File: config.mk
export PLATFORM = sky130hd
export DESIGN_NAME = pes_core
export DESIGN_NICKNAME = d
export VERILOG_FILES = /design/src/pkg/pes_pkg.sv /design/src/core/pes_sync.sv /design/src/core/pes_async_arb.sv /design/src/core/pes_core.sv
export SDC_FILE = /design/constraint.sdc
export NUM_CORES = 1
export LEC_CHECK = 0
export BUFFER_PORTS_ARGS = -buffer_cell sky130_fd_sc_hd__buf_4
export CORE_UTILIZATION = 51
export DETAILED_ROUTE_END_ITERATION = 12
export GPL_TIMING_DRIVEN = 0
export PLACE_DENSITY = 0.74
export SYNTH_ARGS = -nofsm -noshare
export SYNTH_HDL_FRONTEND = slang
export SYNTH_SLANG_ARGS = --single-unit
File: constraint.sdc
create_clock -name clk -period 3.93 [get_ports clk]
set_input_delay 0.786 -clock clk [delete_from_list [all_inputs] [get_ports clk]]
set_output_delay 0.786 -clock clk [all_outputs]
set_load 0.01 [all_outputs]
File: src/pkg/pes_pkg.sv
// Shared constants, field layouts and cause codes of the exception sequencer.
package pes_pkg;

    // Register bus geometry and register offsets.
    localparam int ADDR_W = 8;
    localparam logic [7:0] REG_SAVE_ADDR = 8'h00;
    localparam logic [7:0] REG_SAVE_STATUS = 8'h04;
    localparam logic [7:0] REG_MSR = 8'h08;
    localparam logic [7:0] REG_DATA_FAULT = 8'h0c;
    localparam logic [7:0] REG_FP_STATUS = 8'h10;
    localparam logic [7:0] REG_EVT_STATUS = 8'h14;
    localparam logic [7:0] REG_EVT_MASK = 8'h18;
    localparam logic [7:0] REG_CAUSE = 8'h1c;
    localparam logic [7:0] REG_ASYNC_EN = 8'h20;

    // Machine status bit positions.
    localparam int EXT_IRQ_ENABLE = 15;
    localparam int MSR_PR = 14;
    localparam int MSR_ME = 12;
    localparam int MSR_FE = 11;
    localparam logic [31:0] MSR_RESET = 32'h0000_1000;
    localparam logic [31:0] MSR_CLR_ON_TAKE = 32'h0000_c800;

    // Floating-point status layout: sticky flags low, trap enables above.
    localparam int FP_FLAGS = 5;
    localparam int FP_EN_LSB = 8;

    // Synchronous condition indexes, lowest index is handled first.
    localparam int SYNC_COUNT = 7;
    localparam int SC_ISI = 0;
    localparam int SC_PROGRAM = 1;
    localparam int SC_FPUNAV = 2;
    localparam int SC_ALIGN = 3;
    localparam int SC_DSI = 4;
    localparam int SC_SYSCALL = 5;
    localparam int SC_TRACE = 6;

    // Asynchronous source indexes, lowest index wins.
    localparam int ASYNC_COUNT = 5;
    localparam int AS_MCHECK = 0;
    localparam int AS_EXT = 1;
    localparam int AS_SMI = 2;
    localparam int AS_DEC = 3;
    localparam int AS_PERF = 4;
    localparam logic [ASYNC_COUNT-1:0] ASYNC_LEVEL = 5'h06;
    localparam logic [ASYNC_COUNT-1:0] ASYNC_EN_RESET = 5'h1e;

    // Synchronised pin indexes.
    localparam int PIN_COUNT = 5;
    localparam int PIN_HARD = 0;
    localparam int PIN_SOFT = 1;
    localparam int PIN_EXT = 2;
    localparam int PIN_SMI = 3;
    localparam int PIN_BUSERR = 4;

    // Interrupt status bits.
    localparam int EV_W = 5;
    localparam int EV_TAKEN = 0;
    localparam int EV_NESTED = 1;
    localparam int EV_RESET = 2;
    localparam int EV_FPFLAG = 3;
    localparam int EV_RFI = 4;

    typedef enum logic [3:0] {
        CAUSE_NONE, CAUSE_RESET, CAUSE_MCHECK, CAUSE_DSI, CAUSE_ISI, CAUSE_EXT,
        CAUSE_ALIGN, CAUSE_PROGRAM, CAUSE_FPUNAV, CAUSE_DEC, CAUSE_SYSCALL,
        CAUSE_TRACE, CAUSE_PERF, CAUSE_SMI
    } pes_cause_type;

    // Vector offset of each cause.
    function automatic logic [19:0] pes_vec_off(input pes_cause_type c);
        unique case (c)
            CAUSE_RESET: return 20'h00100;
            CAUSE_MCHECK: return 20'h00200;
            CAUSE_DSI: return 20'h00300;
            CAUSE_ISI: return 20'h00400;
            CAUSE_EXT: return 20'h00500;
            CAUSE_ALIGN: return 20'h00600;
            CAUSE_PROGRAM: return 20'h00700;
            CAUSE_FPUNAV: return 20'h00800;
            CAUSE_DEC: return 20'h00900;
            CAUSE_SYSCALL: return 20'h00c00;
            CAUSE_TRACE: return 20'h00d00;
            CAUSE_PERF: return 20'h00f00;
            CAUSE_SMI: return 20'h01400;
            default: return 20'h00000;
        endcase
    endfunction

    // Cause of a synchronous condition index.
    function automatic pes_cause_type pes_sync_cause(input logic [2:0] i);
        unique case (i)
            3'h0: return CAUSE_ISI;
            3'h1: return CAUSE_PROGRAM;
            3'h2: return CAUSE_FPUNAV;
            3'h3: return CAUSE_ALIGN;
            3'h4: return CAUSE_DSI;
            3'h5: return CAUSE_SYSCALL;
            default: return CAUSE_TRACE;
        endcase
    endfunction

    // Cause of an asynchronous source index.
    function automatic pes_cause_type pes_async_cause(input logic [2:0] i);
        unique case (i)
            3'h0: return CAUSE_MCHECK;
            3'h1: return CAUSE_EXT;
            3'h2: return CAUSE_SMI;
            3'h3: return CAUSE_DEC;
            default: return CAUSE_PERF;
        endcase
    endfunction

endpackage

File: src/core/pes_sync.sv
// Two-stage synchroniser for pins that arrive from outside the clock domain.
`timescale 1ns/1ns
module pes_sync #(
    parameter int W = 1
) (
    input wire logic clk,
    input wire logic rst,
    input wire logic [W-1:0] asyncIn,
    output logic [W-1:0] syncOut
);
    logic [W-1:0] meta_q;

    if (W < 1) begin : gBadWidth
        $error("pes_sync needs at least one bit");
    end

    // First stage feeds only the second stage.
    for (genvar i = 0; i < W; i++) begin : gBit
        always_ff @(posedge clk) begin
            if (rst) begin
                meta_q[i] <= 1'b0;
                syncOut[i] <= 1'b0;
            end else begin
                meta_q[i] <= asyncIn[i];
                syncOut[i] <= meta_q[i];
            end
        end
    end
endmodule // pes_sync

File: src/core/pes_async_arb.sv
// Pending latch and fixed-priority pick for asynchronous exception sources.
`timescale 1ns/1ns
module pes_async_arb
    import pes_pkg::*;
#(
    parameter int N = ASYNC_COUNT,
    parameter logic [N-1:0] LEVEL_MASK = ASYNC_LEVEL
) (
    input wire logic clk,
    input wire logic rst,
    input wire logic [N-1:0] eventIn,
    input wire logic [N-1:0] allowIn,
    input wire logic takeIn,
    output logic [N-1:0] pendOut,
    output logic reqValid,
    output logic [$clog2(N)-1:0] reqIdx
);
    localparam int IW = $clog2(N);
    logic [N-1:0] pend_q;

    if (N < 2) begin : gBadCount
        $error("pes_async_arb needs at least two sources");
    end

    // Edge sources latch until taken; a new event beats the clearing take.
    for (genvar i = 0; i < N; i++) begin : gBit
        always_ff @(posedge clk) begin
            if (rst) begin
                pend_q[i] <= 1'b0;
            end else if (LEVEL_MASK[i]) begin
                pend_q[i] <= eventIn[i];
            end else if (eventIn[i]) begin
                pend_q[i] <= 1'b1;
            end else if (takeIn && reqIdx == IW'(i)) begin
                pend_q[i] <= 1'b0;
            end
        end
    end

    // Lowest allowed pending index wins.
    always_comb begin
        reqValid = 1'b0;
        reqIdx = '0;
        for (int i = N - 1; i >= 0; i--) begin
            if (pend_q[i] && allowIn[i]) begin
                reqValid = 1'b1;
                reqIdx = IW'(i);
            end
        end
    end

    assign pendOut = pend_q;
endmodule // pes_async_arb

File: src/core/pes_core.sv
// Precise exception sequencer: recognition, ordering, context save and redirect.
//
// Design decisions made here: the plain strobed port and the address map.
`timescale 1ns/1ns
// How it works
// (RULE1) Taking an exception saves context, enters supervisor state and redirects to its vector.
// (RULE2) Exceptions are handled in instruction-stream order, only at the oldest instruction.
// (RULE3) An instruction's exception is taken only when it retires, so all older ones are done.
// (RULE4) Several conditions of one instruction are taken one at a time, never merged.
// (RULE5) Asynchronous precise events latch at once and wait until execution is empty; EXT and SMI follow their pins and are not latched.
// (RULE6) A new exception may be taken inside a handler and overwrites the save registers.
// (RULE7) Shared vectors leave the specific cause in the data fault and fp status registers.
// (RULE8) Software enable bits stop disabled conditions from being taken.
// (RULE9) IEEE floating-point flags are status; they trap only when enabled and allowed.
// (RULE10) Triggers come from instruction results, pins, bus errors and internal events.
// (RULE11) The save address lets the faulting instruction be executed again after return.
// (RULE12) Hard, soft and power-on reset vector to the system reset offset.
// (RULE13) The external interrupt is taken only with its enable set and the input high.
// (RULE14) Resume address and status go to the two save registers; return restores status.
// (RULE15) Pending asynchronous events are picked by fixed priority, one per boundary.
module pes_core
    import pes_pkg::*;
#(
    parameter logic [31:0] VEC_BASE = 32'h0000_0000
) (
    input wire logic clk,
    input wire logic rst,
    input wire logic hardResetIn,
    input wire logic softResetIn,
    input wire logic extIrqIn,
    input wire logic smIrqIn,
    input wire logic busErrIn,
    input wire logic decEvent,
    input wire logic perfEvent,
    input wire logic execEmpty,
    input wire logic retireValid,
    input wire logic [31:0] retireAddr,
    input wire logic [31:0] retireNextAddr,
    input wire logic [SYNC_COUNT-1:0] retireCond,
    input wire logic [FP_FLAGS-1:0] retireFpFlags,
    input wire logic [31:0] retireFault,
    input wire logic retireRfi,
    input wire logic [ADDR_W-1:0] regAddr,
    input wire logic [31:0] regWrData,
    input wire logic regWr,
    input wire logic regRd,
    output logic [31:0] regRdData,
    output logic redirValid,
    output logic [31:0] redirAddr,
    output logic [31:0] msrOut,
    output logic supervisor,
    output logic irq
);
    localparam int SIW = $clog2(SYNC_COUNT);
    localparam int AIW = $clog2(ASYNC_COUNT);

    if (VEC_BASE[19:0] != 20'h00000) begin : gBadBase
        $error("VEC_BASE must leave the vector offset bits clear");
    end

    logic [PIN_COUNT-1:0] pinSync;
    logic softPrev_q;
    logic busPrev_q;
    logic resetPend_q;
    logic [31:0] saveAddr_q;
    logic [31:0] saveStatus_q;
    logic [31:0] msr_q;
    logic [31:0] dataFault_q;
    logic [FP_FLAGS-1:0] fpFlags_q;
    logic [FP_FLAGS-1:0] fpEn_q;
    logic [EV_W-1:0] evtStat_q;
    logic [EV_W-1:0] evtMask_q;
    logic [EV_W-1:0] evtSet;
    logic [ASYNC_COUNT-1:0] asyncEn_q;
    pes_cause_type cause_q;
    logic inHandler_q;
    logic [31:0] nextPc_q;
    logic [SYNC_COUNT-1:0] left_q;
    logic [31:0] leftAddr_q;
    logic [SYNC_COUNT-1:0] condAll;
    logic [SIW-1:0] syncIdx;
    logic syncHit;
    logic fpTrap;
    logic [ASYNC_COUNT-1:0] asyncEvent;
    logic [ASYNC_COUNT-1:0] asyncAllow;
    logic [ASYNC_COUNT-1:0] asyncPend;
    logic asyncReq;
    logic [AIW-1:0] asyncIdx;
    logic blocked;
    logic takeReset;
    logic takeSync;
    logic takeAsync;
    logic takeAny;
    logic doRfi;
    logic doRetire;
    pes_cause_type takeCause;
    logic [31:0] takeSaveAddr;

    // Pins from outside the clock domain.
    pes_sync #(
        .W(PIN_COUNT)
    ) uSync (
        .clk(clk),
        .rst(rst),
        .asyncIn({busErrIn, smIrqIn, extIrqIn, softResetIn, hardResetIn}),
        .syncOut(pinSync)
    );

    // (RULE10) asynchronous trigger sources
    always_comb begin
        asyncEvent = '0;
        asyncEvent[AS_MCHECK] = pinSync[PIN_BUSERR] && !busPrev_q;
        asyncEvent[AS_EXT] = pinSync[PIN_EXT];
        asyncEvent[AS_SMI] = pinSync[PIN_SMI];
        asyncEvent[AS_DEC] = decEvent;
        asyncEvent[AS_PERF] = perfEvent;
    end

    // (RULE8) software enable gating
    always_comb begin
        asyncAllow = asyncEn_q;
        asyncAllow[AS_MCHECK] = msr_q[MSR_ME];
        // (RULE13) external interrupt enable
        asyncAllow[AS_EXT] = asyncEn_q[AS_EXT] && msr_q[EXT_IRQ_ENABLE];
        asyncAllow[AS_SMI] = asyncEn_q[AS_SMI] && msr_q[EXT_IRQ_ENABLE];
        asyncAllow[AS_DEC] = asyncEn_q[AS_DEC] && msr_q[EXT_IRQ_ENABLE];
        asyncAllow[AS_PERF] = asyncEn_q[AS_PERF] && msr_q[EXT_IRQ_ENABLE];
    end

    // (RULE15) fixed priority among pending events
    pes_async_arb #(
        .N(ASYNC_COUNT),
        .LEVEL_MASK(ASYNC_LEVEL)
    ) uArb (
        .clk(clk),
        .rst(rst),
        .eventIn(asyncEvent),
        .allowIn(asyncAllow),
        .takeIn(takeAsync),
        .pendOut(asyncPend),
        .reqValid(asyncReq),
        .reqIdx(asyncIdx)
    );

    // Edge history for the soft reset and bus error pins.
    always_ff @(posedge clk) begin
        if (rst) begin
            softPrev_q <= 1'b0;
            busPrev_q <= 1'b0;
        end else begin
            softPrev_q <= pinSync[PIN_SOFT];
            busPrev_q <= pinSync[PIN_BUSERR];
        end
    end

    // (RULE9) IEEE flags trap only when enabled and allowed
    assign fpTrap = msr_q[MSR_FE] && |(retireFpFlags & fpEn_q);

    // (RULE4) leftover conditions of the same instruction rejoin on re-execution
    always_comb begin
        condAll = retireCond;
        condAll[SC_PROGRAM] = retireCond[SC_PROGRAM] || fpTrap;
        if (leftAddr_q == retireAddr) begin
            condAll = condAll | left_q;
        end
    end

    // (RULE2) lowest condition index is taken first
    always_comb begin
        syncHit = 1'b0;
        syncIdx = '0;
        for (int i = SYNC_COUNT - 1; i >= 0; i--) begin
            if (condAll[i]) begin
                syncHit = 1'b1;
                syncIdx = SIW'(i);
            end
        end
    end

    // One decision per cycle; the cycle after a redirect the pipeline is flushing.
    assign blocked = redirValid;
    // (RULE12) reset vectoring has top priority
    assign takeReset = resetPend_q && !pinSync[PIN_HARD] && !blocked;
    // (RULE3) exception taken only at retirement of the oldest instruction
    assign takeSync = !takeReset && !blocked && retireValid && syncHit;
    assign doRfi = !takeReset && !blocked && retireValid && !syncHit && retireRfi;
    assign doRetire = !takeReset && !blocked && retireValid && !syncHit;
    // (RULE5) asynchronous events wait for an empty execute stage
    assign takeAsync = !takeReset && !blocked && !retireValid && execEmpty && asyncReq;
    assign takeAny = takeReset || takeSync || takeAsync;

    // Cause and resume address of the exception being taken.
    always_comb begin
        takeCause = CAUSE_NONE;
        takeSaveAddr = nextPc_q;
        if (takeReset) begin
            takeCause = CAUSE_RESET;
        end else if (takeSync) begin
            takeCause = pes_sync_cause(3'(syncIdx));
            // (RULE11) faulting instruction is resumed, calls and traces move on
            if (syncIdx == SIW'(SC_SYSCALL) || syncIdx == SIW'(SC_TRACE)) begin
                takeSaveAddr = retireNextAddr;
            end else begin
                takeSaveAddr = retireAddr;
            end
        end else if (takeAsync) begin
            takeCause = pes_async_cause(3'(asyncIdx));
        end
    end

    // (RULE12) reset pending after any reset source
    always_ff @(posedge clk) begin
        if (rst) begin
            resetPend_q <= 1'b1;
        end else if (pinSync[PIN_HARD] || (pinSync[PIN_SOFT] && !softPrev_q)) begin
            resetPend_q <= 1'b1;
        end else if (takeReset) begin
            resetPend_q <= 1'b0;
        end
    end

    // (RULE4) remember untaken conditions of the faulting instruction
    always_ff @(posedge clk) begin
        if (rst) begin
            left_q <= '0;
            leftAddr_q <= 32'h0000_0000;
        end else if (takeSync) begin
            left_q <= condAll & ~(SYNC_COUNT'(1) << syncIdx);
            leftAddr_q <= retireAddr;
        end else if (doRetire && leftAddr_q == retireAddr) begin
            left_q <= '0;
        end
    end

    // (RULE1) redirect fetch to the vector or the return address
    always_ff @(posedge clk) begin
        if (rst) begin
            redirValid <= 1'b0;
            redirAddr <= 32'h0000_0000;
        end else begin
            redirValid <= takeAny || doRfi;
            if (takeAny) begin
                redirAddr <= VEC_BASE | {12'h000, pes_vec_off(takeCause)};
            end else if (doRfi) begin
                redirAddr <= saveAddr_q;
            end
        end
    end

    // Address of the next instruction in program order.
    always_ff @(posedge clk) begin
        if (rst) begin
            nextPc_q <= 32'h0000_0000;
        end else if (takeAny) begin
            nextPc_q <= VEC_BASE | {12'h000, pes_vec_off(takeCause)};
        end else if (doRfi) begin
            nextPc_q <= saveAddr_q;
        end else if (doRetire) begin
            nextPc_q <= retireNextAddr;
        end
    end

    // (RULE14) save resume address and status; (RULE6) nesting overwrites them
    always_ff @(posedge clk) begin
        if (rst) begin
            saveAddr_q <= 32'h0000_0000;
            saveStatus_q <= 32'h0000_0000;
        end else if (takeAny) begin
            saveAddr_q <= takeSaveAddr;
            saveStatus_q <= msr_q;
        end else if (regWr && regAddr == REG_SAVE_ADDR) begin
            saveAddr_q <= regWrData;
        end else if (regWr && regAddr == REG_SAVE_STATUS) begin
            saveStatus_q <= regWrData;
        end
    end

    // (RULE1) supervisor state on take; (RULE14) status restored on return
    always_ff @(posedge clk) begin
        if (rst) begin
            msr_q <= MSR_RESET;
        end else if (takeReset) begin
            msr_q <= MSR_RESET;
        end else if (takeAny) begin
            msr_q <= msr_q & ~MSR_CLR_ON_TAKE;
        end else if (doRfi) begin
            msr_q <= saveStatus_q;
        end else if (regWr && regAddr == REG_MSR) begin
            msr_q <= regWrData;
        end
    end

    // (RULE6) handler nesting tracker
    always_ff @(posedge clk) begin
        if (rst) begin
            inHandler_q <= 1'b0;
        end else if (takeAny) begin
            inHandler_q <= 1'b1;
        end else if (doRfi) begin
            inHandler_q <= 1'b0;
        end
    end

    // (RULE7) specific cause for shared vectors
    always_ff @(posedge clk) begin
        if (rst) begin
            cause_q <= CAUSE_NONE;
            dataFault_q <= 32'h0000_0000;
        end else if (takeAny) begin
            cause_q <= takeCause;
            if (takeSync && syncIdx == SIW'(SC_DSI)) begin
                dataFault_q <= retireFault;
            end
        end
    end

    // (RULE9) sticky IEEE flags, new flags win over a software write
    always_ff @(posedge clk) begin
        if (rst) begin
            fpFlags_q <= '0;
            fpEn_q <= '0;
        end else begin
            if (regWr && regAddr == REG_FP_STATUS) begin
                fpFlags_q <= regWrData[FP_FLAGS-1:0] | (retireValid ? retireFpFlags : '0);
                fpEn_q <= regWrData[FP_EN_LSB +: FP_FLAGS];
            end else if (retireValid && !blocked) begin
                fpFlags_q <= fpFlags_q | retireFpFlags;
            end
        end
    end

    // (RULE8) software enables of the maskable sources
    always_ff @(posedge clk) begin
        if (rst) begin
            asyncEn_q <= ASYNC_EN_RESET;
            evtMask_q <= '0;
        end else begin
            if (regWr && regAddr == REG_ASYNC_EN) begin
                asyncEn_q <= regWrData[ASYNC_COUNT-1:0];
            end
            if (regWr && regAddr == REG_EVT_MASK) begin
                evtMask_q <= regWrData[EV_W-1:0];
            end
        end
    end

    // Events reported to software.
    always_comb begin
        evtSet = '0;
        evtSet[EV_TAKEN] = takeAny;
        evtSet[EV_NESTED] = takeAny && inHandler_q;
        evtSet[EV_RESET] = takeReset;
        evtSet[EV_FPFLAG] = retireValid && !blocked && |(retireFpFlags & ~fpFlags_q);
        evtSet[EV_RFI] = doRfi;
    end

    // Sticky status, write one to clear, a new event wins over the clear.
    always_ff @(posedge clk) begin
        if (rst) begin
            evtStat_q <= '0;
        end else if (regWr && regAddr == REG_EVT_STATUS) begin
            evtStat_q <= (evtStat_q & ~regWrData[EV_W-1:0]) | evtSet;
        end else begin
            evtStat_q <= evtStat_q | evtSet;
        end
    end

    // Registered read data, zero for unmapped offsets and idle cycles.
    always_ff @(posedge clk) begin
        if (rst) begin
            regRdData <= 32'h0000_0000;
        end else if (regRd) begin
            unique case (regAddr)
                REG_SAVE_ADDR: regRdData <= saveAddr_q;
                REG_SAVE_STATUS: regRdData <= saveStatus_q;
                REG_MSR: regRdData <= msr_q;
                REG_DATA_FAULT: regRdData <= dataFault_q;
                REG_FP_STATUS: regRdData <= {19'h0, fpEn_q, 3'h0, fpFlags_q};
                REG_EVT_STATUS: regRdData <= {27'h0, evtStat_q};
                REG_EVT_MASK: regRdData <= {27'h0, evtMask_q};
                REG_CAUSE: regRdData <= {inHandler_q, 3'h0, 11'h0, asyncPend,
                                         7'h0, left_q != '0, cause_q};
                REG_ASYNC_EN: regRdData <= {27'h0, asyncEn_q};
                default: regRdData <= 32'h0000_0000;
            endcase
        end else begin
            regRdData <= 32'h0000_0000;
        end
    end

    assign msrOut = msr_q;
    assign supervisor = !msr_q[MSR_PR];
    assign irq = |(evtStat_q & evtMask_q);
endmodule // pes_core

[Yosys cells after proc, flatten, opt, wreduce, memory -nomap -nowiden]
Memories as Yosys holds them, arrays and structs flattened.
Index checks and enable logic that the tools add are counted.
Storage, ports and cells
  register bits after elaboration: 312
  output and inout bits: 99
  ROM bits: 160
  logic and storage cells: 213
  memories kept: 2
  input bits: 162
Operators by class
  reduce and logical (&&, ||, !) cells: 77
  bitwise operators: 15
  multiplexer cells: 60
  eq/ne operators: 20
  shift operators: 1
Memory list
  (name not given): depth 16, width 5, read ports 1, clocked after Yosys merged registers in 0, wr ports 0, line pes_pkg.sv:72  | unique case (c)
  (name not given): depth 16, width 5, read ports 1, clocked after Yosys merged registers in 0, wr ports 0, line pes_pkg.sv:72
Operators with widths (count)
  32-bit 2-to-1 mux: 12
  32-bit one-hot mux with 9 select lines: 1
  20-bit 2-to-1 mux: 3
  1-bit logical AND: 37
  3-bit 2-to-1 mux: 12
  32-bit == test: 1
  8-bit by 5-bit == test with 1-bit output (second input constant): 4
  4-bit one-hot mux with 6 select lines: 1
  7-bit 2-to-1 mux: 3
  5-bit AND: 4
  1-bit 2-to-1 mux: 20
  5-bit 2-to-1 mux: 4
  5-bit bitwise OR: 4
  2-bit nonzero test: 10
  8-bit by 4-bit == test with 1-bit output (second input constant): 2
  4-bit one-hot mux with 4 select lines: 1
  5-bit OR reduction: 3
  3-bit by 2-bit == test with 1-bit output (second input constant): 4
  3-bit == test (second input constant): 4
  4-bit 2-to-1 mux: 3
  5-bit NOT: 2
  8-bit by 3-bit == test with 1-bit output (second input constant): 1
  8-bit by 6-bit == test with 1-bit output (second input constant): 1
  1-bit logical NOT: 8
  other kinds (15): 28

[Longest topological paths before layout]
Gate-level depths: netlist (run 1).
  word-level depth: 19
  mapped depth: 12

[Cells and area by module]
A second synthesis (run 1) with hierarchy kept.
Second synthesis, totals
  cell total of the unflattened synthesis: 1644
  area total of the unflattened synthesis: 13713.2 um^2
By module, submodules not included
  pes_core: times used 1, area an instance 13175.1 um^2, cells each 1596
  pes_async_arb: times used 1, area an instance 275.3 um^2, cells each 28
  pes_sync: times used 1, area an instance 262.8 um^2, cells each 20

[Worst setup path before layout (run 1)]
Ideal clock, no wire load.
  path kind: input to register
  start point: input retireAddr[24]
  end point: register saveAddr_q[10]
  arrival time: 3.018 ns
  path buffers: 2
  setup time: 0.131 ns
  data required time: 3.799 ns
  setup slack: 0.782 ns
  cell stages on the path: 12
  cells stage by stage: xor2_1 nor4_4 and4_4 a31oi_1 o21a_1 o221a_1 buf_6 a211o_1 nand2_4 buf_4 mux2i_1 o22ai_1
On the way
  cells in the longest elaborated chain, start to end: 15
  elaborated cells between the ends (all ways): 27
Ends and longest elaborated chain
  start: declaration: line pes_core.sv:37  | input wire logic [31:0] retireAddr,
  32-bit == test *: line pes_core.sv:163  | if (leftAddr_q == retireAddr) begin
  7-bit 2-to-1 mux *: line pes_core.sv:163
  3-bit 2-to-1 mux (7 in a row): line pes_core.sv:173  | if (condAll[i]) begin
  3-bit == test: line pes_core.sv:201  | if (syncIdx == SIW'(SC_SYSCALL) || syncIdx == SIW'(SC_TRACE)) begin
  1-bit logical OR: line pes_core.sv:201
  32-bit 2-to-1 mux: line pes_core.sv:201
  32-bit 2-to-1 mux: line pes_core.sv:198  | end else if (takeSync) begin
  32-bit 2-to-1 mux: line pes_core.sv:196  | if (takeReset) begin
  32-bit 2-to-1 mux: line pes_core.sv:268  | end else if (takeAny) begin
  end signal: assignment: line pes_core.sv:269  | saveAddr_q <= takeSaveAddr;
  end signal: assignment: line pes_core.sv:272  | saveAddr_q <= regWrData;
  end: declaration: line pes_core.sv:65  | logic [31:0] saveAddr_q;
Mark *: on every way between the ends. The rest lies on a longest branch, timed or not.
A chain may end at the register's enable or synchronous reset.

[Worst setup path after layout (run 1)]
  start point: input retireAddr[4]
  end point: register dataFault_q[23]
On the way
  cells in the longest elaborated chain, start to end: 13
  elaborated cells between the ends (all ways): 22
Ends and longest elaborated chain
  32-bit == test *: line pes_core.sv:163
  7-bit 2-to-1 mux *: line pes_core.sv:163
  parallel branches: the longest is 10 deep, another holds 3-bit 2-to-1 mux
  2-bit AND reduction (no source line) *
  end signal: assignment: line pes_core.sv:312  | dataFault_q <= retireFault;
  end: declaration: line pes_core.sv:68  | logic [31:0] dataFault_q;
Every way passes the cells marked *.

==> flow_summary.yaml, run 1 <==
power:
  powerDensity_mw_per_mm2: 441.6
  power.internal_mw: 5.705
  power_frac_seq_pct: 44.0
  combinationalPowerShare_pct: 13.3
  p_sw_mw: 2.158
  total_power_mw: 7.863
  clockPowerShare_pct: 42.7
  vdd_drop_max_mv: 0.2919
  swShare_pct: 27.45
  power.leakage_nw: 7.272
synthesis:
  syn-cell-area_mm2: 0.01420
  synth_edf_count: 0
  yosys_register_bits: 312
  yosys_warnings: 0
  ys_types: 67
  seq_area_frac_synth_pct: 43.99
  syn_avg_cell_area_um2: 8.715
  async_flop_share_pct: 0
  syn_inst: 1629
  syn-num-nets: 1791
  synth-main-ff-cell: "dfxtp_1"
drt:
  drt_first_iter_violations: 1721
  drc_errors: 0
  wire_per_inst_um: 22.28
  postRouteAntennaNets: 0
  drtPass1Iterations: 5
  vias: 13959
  wirelength_um: 51810
  drt-vias-per-instance: 6.001
clock_tree:
  insertion_delay_ps: 530
  cts_tree: "built"
  holdBufCountCts: 0
  cts_max_level: 2
  cts-root-buf: "clkbuf_16"
  cts_sinks: 312
  clk_path_buf_depth: 3
  cts_made_buffers: 36
  clk_pin_slew_ps: 60
sta:
  rsz0062_at_grt: "no"
  period_minus_slack_ps: 3763
  worst_slew_margin_rel_pct: 27.53
  skew_ps: 16.47
  whs_ps: 405.2
  hold_violations: 0
  fmax_mhz: 265.7
  tns_ps: 0
  fin_crit_sh_pct: 95.75
  setup_ws_ps: 166.9
  tightestPinTransition_ps: 1081
  slew_viol_final: 0
  setup_viol_count_final: 0
placed_design:
  pre_cts_ws_ps: -325.9
  dp_cells: 2260
  routabilityCongestion: 0.9812
  place_area_mm2: 0.01661
  dpl.hpwl_um: 39360
  port_buffers: 259
finish:
  final_util_pct: 65.71
  seqCellArea_mm2: 0.006246
  finish.instance_area_mm2: 0.01781
  finalNonFillerCells: 2326
  syn2layout_area_growth_pct: 25.43
  final_cell_mix: "dfxtp_1 (312), buf_4 (261), nand2_1 (243)"
  final_common_cell: "dfxtp_1"
  fill_cells: 2271
  drive_gt1_share_pct: 19.34
  diodes: 0
  nets: 2088
  multi_input_area_mm2: 0.007375
status:
  outcome: "completed"
global_routing:
  grt_antenna_before_repair: 0
  grt_max_degree: 14
  grt_usage_pct: 35.62
  grt_pass1_wl_um: 77430
  gr-total-overflow: 0
  grt_pass1_vias: 13087
critical_path:
  slowest_stage: "nor3_2"
  worstSetupStartpointType: "primary input"
  cpPeakStageDelay_ps: 820
  cp.required_ps: 4380
  end_kind: "flip-flop"
  crit_family: "simple AND/OR/NAND/NOR gates"
  crit_arrival_ps: 4210
  path_cells: "buf_4 > xor2_1 > nor4_4 > nand4_4 > o31ai_4 > nand4_1 > or2_1 > nor3_2 > buf_2 > nand2_1 > a21oi_1"
  cp_max_fo: 10
  worst-path-buf-inv: 2
  criticalPathCategory: "in2reg"
floorplan:
  fp.coreArea_mm2: 0.02710
  pin_count: 261
  die_y_um: 168.8
  chipWidth_um: 168.8
  start_util_pct: 52.39
  rows: 60
  die_area_mm2: 0.02851
hold_path:
  holdCritPathClass: "reg2reg"
flow_run:
  maxCapViolCount: 0
[synthesized netlist by cell type, types with 9 or more instances]
master / n / area share (%)
dfxtp_1: 312 / 44
nand2_1: 243 / 6.4
nor2_1: 207 / 5.5
mux2i_1: 159 / 11
a21oi_1: 131 / 4.6
a211oi_1: 124 / 6.6
clkbuf_1: 91 / 2.4
a221oi_1: 41 / 2.5
nor3_1: 35 / 1.2
xor2_1: 32 / 2.0
nand3_1: 26 / 0.92
a22oi_1: 25 / 1.3
nor2b_1: 17 / 0.75
buf_2: 16 / 0.56
a31oi_1: 14 / 0.62
a222oi_1: 13 / 0.92
buf_1: 13 / 0.34
inv_1: 12 / 0.32
o21ai_0: 12 / 0.42
o22ai_1: 10 / 0.44
mux2_2: 9 / 0.71
[power by group through the flow]
stage                     Combinational [mW]  Sequential [mW]  Clock [mW]
final                                   1.05             3.46        3.35
after global routing                    1.12             3.47        3.50
after CTS                               1.02             3.45        3.36
after detailed placement                1.01             3.52           0
after global placement                 0.997             3.51           0
after floorplan                        0.614             3.47           0
[layer usage]
metal | track usage [%] | vias to the layer above | share of wire (%)
met1 | 49.39 | 6512 | 42
met5 | 0 | - | 0
met3 | 6.570 | 127 | 11
li1 | - | 6437 | -
met2 | 54.40 | 883 | 43
met4 | 14.74 | 0 | 4.1
[worst register-to-register path, stage by stage, from the launching register on]
cell and delay (ps):
dfxtp_1 320, xor2_1 220, nor4_4 400, nand4_4 270
o31ai_4 400, nand4_1 240, or2_1 330, nor3_2 820
buf_2 390, nand2_1 80, a21oi_1 150
[cell type report]
cell class / count / share of cell area, %
multi-input combinational: 1179 / 41.41
sequential: 312 / 35.08
timing repair buffer: 259 / 10.92
clock buffer: 52 / 6.078
buffer: 125 / 3.014
tap: 372 / 2.614
clock inverter: 14 / 0.6113
inverter: 13 / 0.2740
[path summary, 6_finish.rpt]
path | cells after the start | slack (ps) | start | endpoint
worst max-delay path | 11 | 170 | retireAddr[4] | dataFault_q[23]
worst min-delay path | 1 | 410 | softPrev_q | resetPend_q
worst max register to register | 10 | 230 | leftAddr_q[4] | dataFault_q[23]
worst min register to register | 1 | 410 | softPrev_q | resetPend_q
[flip-flops by register name (all words and copies together) (netlist names)]
signal and count:
redirValid 1, resetPend_q 1, regRdData 32, uArb.pendOut 5, cause_q 4, msrOut 32
redirAddr 32, uSync.meta_q 5, fpFlags_q 5, softPrev_q 1, fpEn_q 5, evtStat_q 5
left_q 7, busPrev_q 1, leftAddr_q 32, uSync.syncOut 5, asyncEn_q 5, nextPc_q 32
saveAddr_q 32, inHandler_q 1, saveStatus_q 32, evtMask_q 5, dataFault_q 32
[timing repair]
action                                  in CTS  in global routing
buffers inserted                             0                  0
resized for setup                            0                  1
endpoints found under the setup margin       0                 21
[cells by family (layout without fill, tap and decap cells)]
kind of cell / after synthesis / after routing / share of synthesized area (%)
AND/OR/NAND/NOR: 568 / 568 / 17.89
AO/OA/AOI/OAI: 411 / 411 / 20.09
flip-flops: 312 / 312 / 43.99
multiplexers: 168 / 168 / 11.92
buffers and inverters: 138 / 463 / 4.124
XOR/XNOR: 32 / 32 / 1.974
No activity file was read; power rests on OpenSTA's default activity.
==> inputs of run 2 (changes only) <==
- clock period: 3.93 -> 4.2 ns (I/O delays scaled with it)
==> run 2 against run 1 <==
Final cell count did not move. First-iteration DRC count rose by 1.4%. Wire length rose by 0.19%. Global-route usage did not move. Power fell by 6.3%. Clock skew rose by 1.6 ps. Largest power group unchanged.
==> flow_summary.yaml, run 2 (synthesized netlist as in run 1, its figures left out) <==
floorplan:
  start_util_pct: 52.39
  die_y_um: 168.8
  chipWidth_um: 168.8
  die_area_mm2: 0.02851
  rows: 60
  fp.coreArea_mm2: 0.02710
  pin_count: 261
sta:
  skew_ps: 18.10
  setup_viol_count_final: 0
  tightestPinTransition_ps: 1060
  rsz0062_at_grt: "no"
  period_minus_slack_ps: 3947
  setup_ws_ps: 252.9
  hold_violations: 0
  fin_crit_sh_pct: 93.98
  fmax_mhz: 253.4
  slew_viol_final: 0
  tns_ps: 0
  whs_ps: 405.1
  worst_slew_margin_rel_pct: 28.96
finish:
  seqCellArea_mm2: 0.006246
  final_cell_mix: "dfxtp_1 (312), buf_4 (261), nand2_1 (243)"
  finalNonFillerCells: 2326
  diodes: 0
  final_common_cell: "dfxtp_1"
  syn2layout_area_growth_pct: 25.40
  multi_input_area_mm2: 0.007371
  nets: 2088
  fill_cells: 2271
  drive_gt1_share_pct: 19.29
clock_tree:
  clk_path_buf_depth: 3
  cts_max_level: 2
  clk_pin_slew_ps: 60
  cts-root-buf: "clkbuf_16"
  cts_sinks: 312
  holdBufCountCts: 0
  postCtsResizedCells: 0
  cts_made_buffers: 36
  cts_setup_buffers: 0
  cts_tree: "built"
  insertion_delay_ps: 530
global_routing:
  grt_pass1_wl_um: 77430
  gr-total-overflow: 0
  grt_usage_pct: 35.62
  grt_max_degree: 14
  grt_pass1_vias: 13087
  grt_antenna_before_repair: 0
critical_path:
  cpPeakStageDelay_ps: 570
  critPathCapture: "msrOut[30]"
  reg2reg_to: "msrOut[30]"
  crit_family: "compound AO/OA/AOI/OAI gates"
  worstSetupStartpointType: "primary input"
  crit_arrival_ps: 4390
  reg2reg_depth: 11
  cp_max_fo: 10
  cp.depth: 12
  critPathLaunch: "retireFpFlags[0]"
  slowest_stage: "a21oi_1"
  criticalPathCategory: "in2reg"
  cp.required_ps: 4640
  end_kind: "flip-flop"
  path_cells: "buf_4 > a222oi_1 > nand2_1 > a21oi_1 > o31a_1 > nand3_2 > nor3_4 > nand2_1 > a21oi_1 > clkbuf_1 > nor2_1 > a211oi_1"
  r2r_slack_ps: 400
  worst-path-buf-inv: 2
  r2r-start: "fpEn_q[0]"
status:
  outcome: "completed"
placed_design:
  dp_cells: 2260
  routabilityCongestion: 0.9812
  pre_cts_ws_ps: -109.9
  dpl.hpwl_um: 39360
  port_buffers: 259
power:
  combinationalPowerShare_pct: 13.3
  vdd_drop_max_mv: 0.2738
  powerDensity_mw_per_mm2: 413.8
  swShare_pct: 27.54
  clockPowerShare_pct: 42.7
  p_sw_mw: 2.029
  power.internal_mw: 5.338
  power.leakage_nw: 7.272
  power_frac_seq_pct: 44.0
drt:
  vias: 14007
  drtPass1Iterations: 6
  drt-vias-per-instance: 6.022
  drc_errors: 0
  wire_per_inst_um: 22.32
  drt_first_iter_violations: 1745
  postRouteAntennaNets: 0
  wirelength_um: 51910
hold_path:
  min_from: "softPrev_q"
  holdCritPathClass: "reg2reg"
flow_run:
  maxCapViolCount: 0
## run 2: worst min path at each step
| stage | slack, ps | cells past startpoint | end |
|---|---|---|---|
| after detailed placement | 400 | 1 | resetPend_q |
| after global placement | 390 | 1 | resetPend_q |
| after floorplan | 390 | 1 | resetPend_q |
| final | 410 | 1 | resetPend_q |
| after global routing | 440 | 1 | resetPend_q |
| after CTS | 410 | 1 | resetPend_q |
## run 2: routing by layer
layer / vias up / wire, µm / track usage (%)
li1: 6446 / - / -
met1: 6560 / 21870 / 49.39
met2: 874 / 22500 / 54.40
met3: 127 / 5495 / 6.570
met4: 0 / 2045 / 14.74
met5: - / 0 / 0
## run 2: worst reg2reg max path: cells and delay by family (launching register included)
kind | cells | cell delay, ps
buffers and inverters | 1 | 540
flip-flops | 1 | 320
AND/OR/NAND/NOR | 5 | 1060
AO/OA/AOI/OAI | 5 | 1820
## run 2: power by group through the flow
stage          Combinational (mW)  Sequential, mW  Clock (mW)
4_1_cts                     0.958            3.23        3.15
3_3_place_gp                0.933            3.29           0
2_1_floorplan               0.574            3.24           0
6_report                    0.981            3.24        3.15
5_1_grt                      1.05            3.25        3.27
3_5_place_dp                0.949            3.29           0
## run 2: per-stage QoR
step / power, mW / instance area [µm²] / util (%)
after floorplan: 3.817 / 14200 / -
after global placement: 4.221 / 16610 / 61.28
after CTS: 7.334 / 17800 / 65.69
after detailed placement: 4.243 / 16610 / 61.30
final: 7.367 / 17800 / 65.69
after global routing: 7.570 / 17800 / 65.69
## run 2: layout make-up
class / count / share of cell area, %
buffer: 125 / 3.015
clock buffer: 52 / 6.079
clock inverter: 14 / 0.6114
inverter: 13 / 0.2741
multi-input combinational: 1179 / 41.40
sequential: 312 / 35.08
tap: 372 / 2.614
timing repair buffer: 259 / 10.92
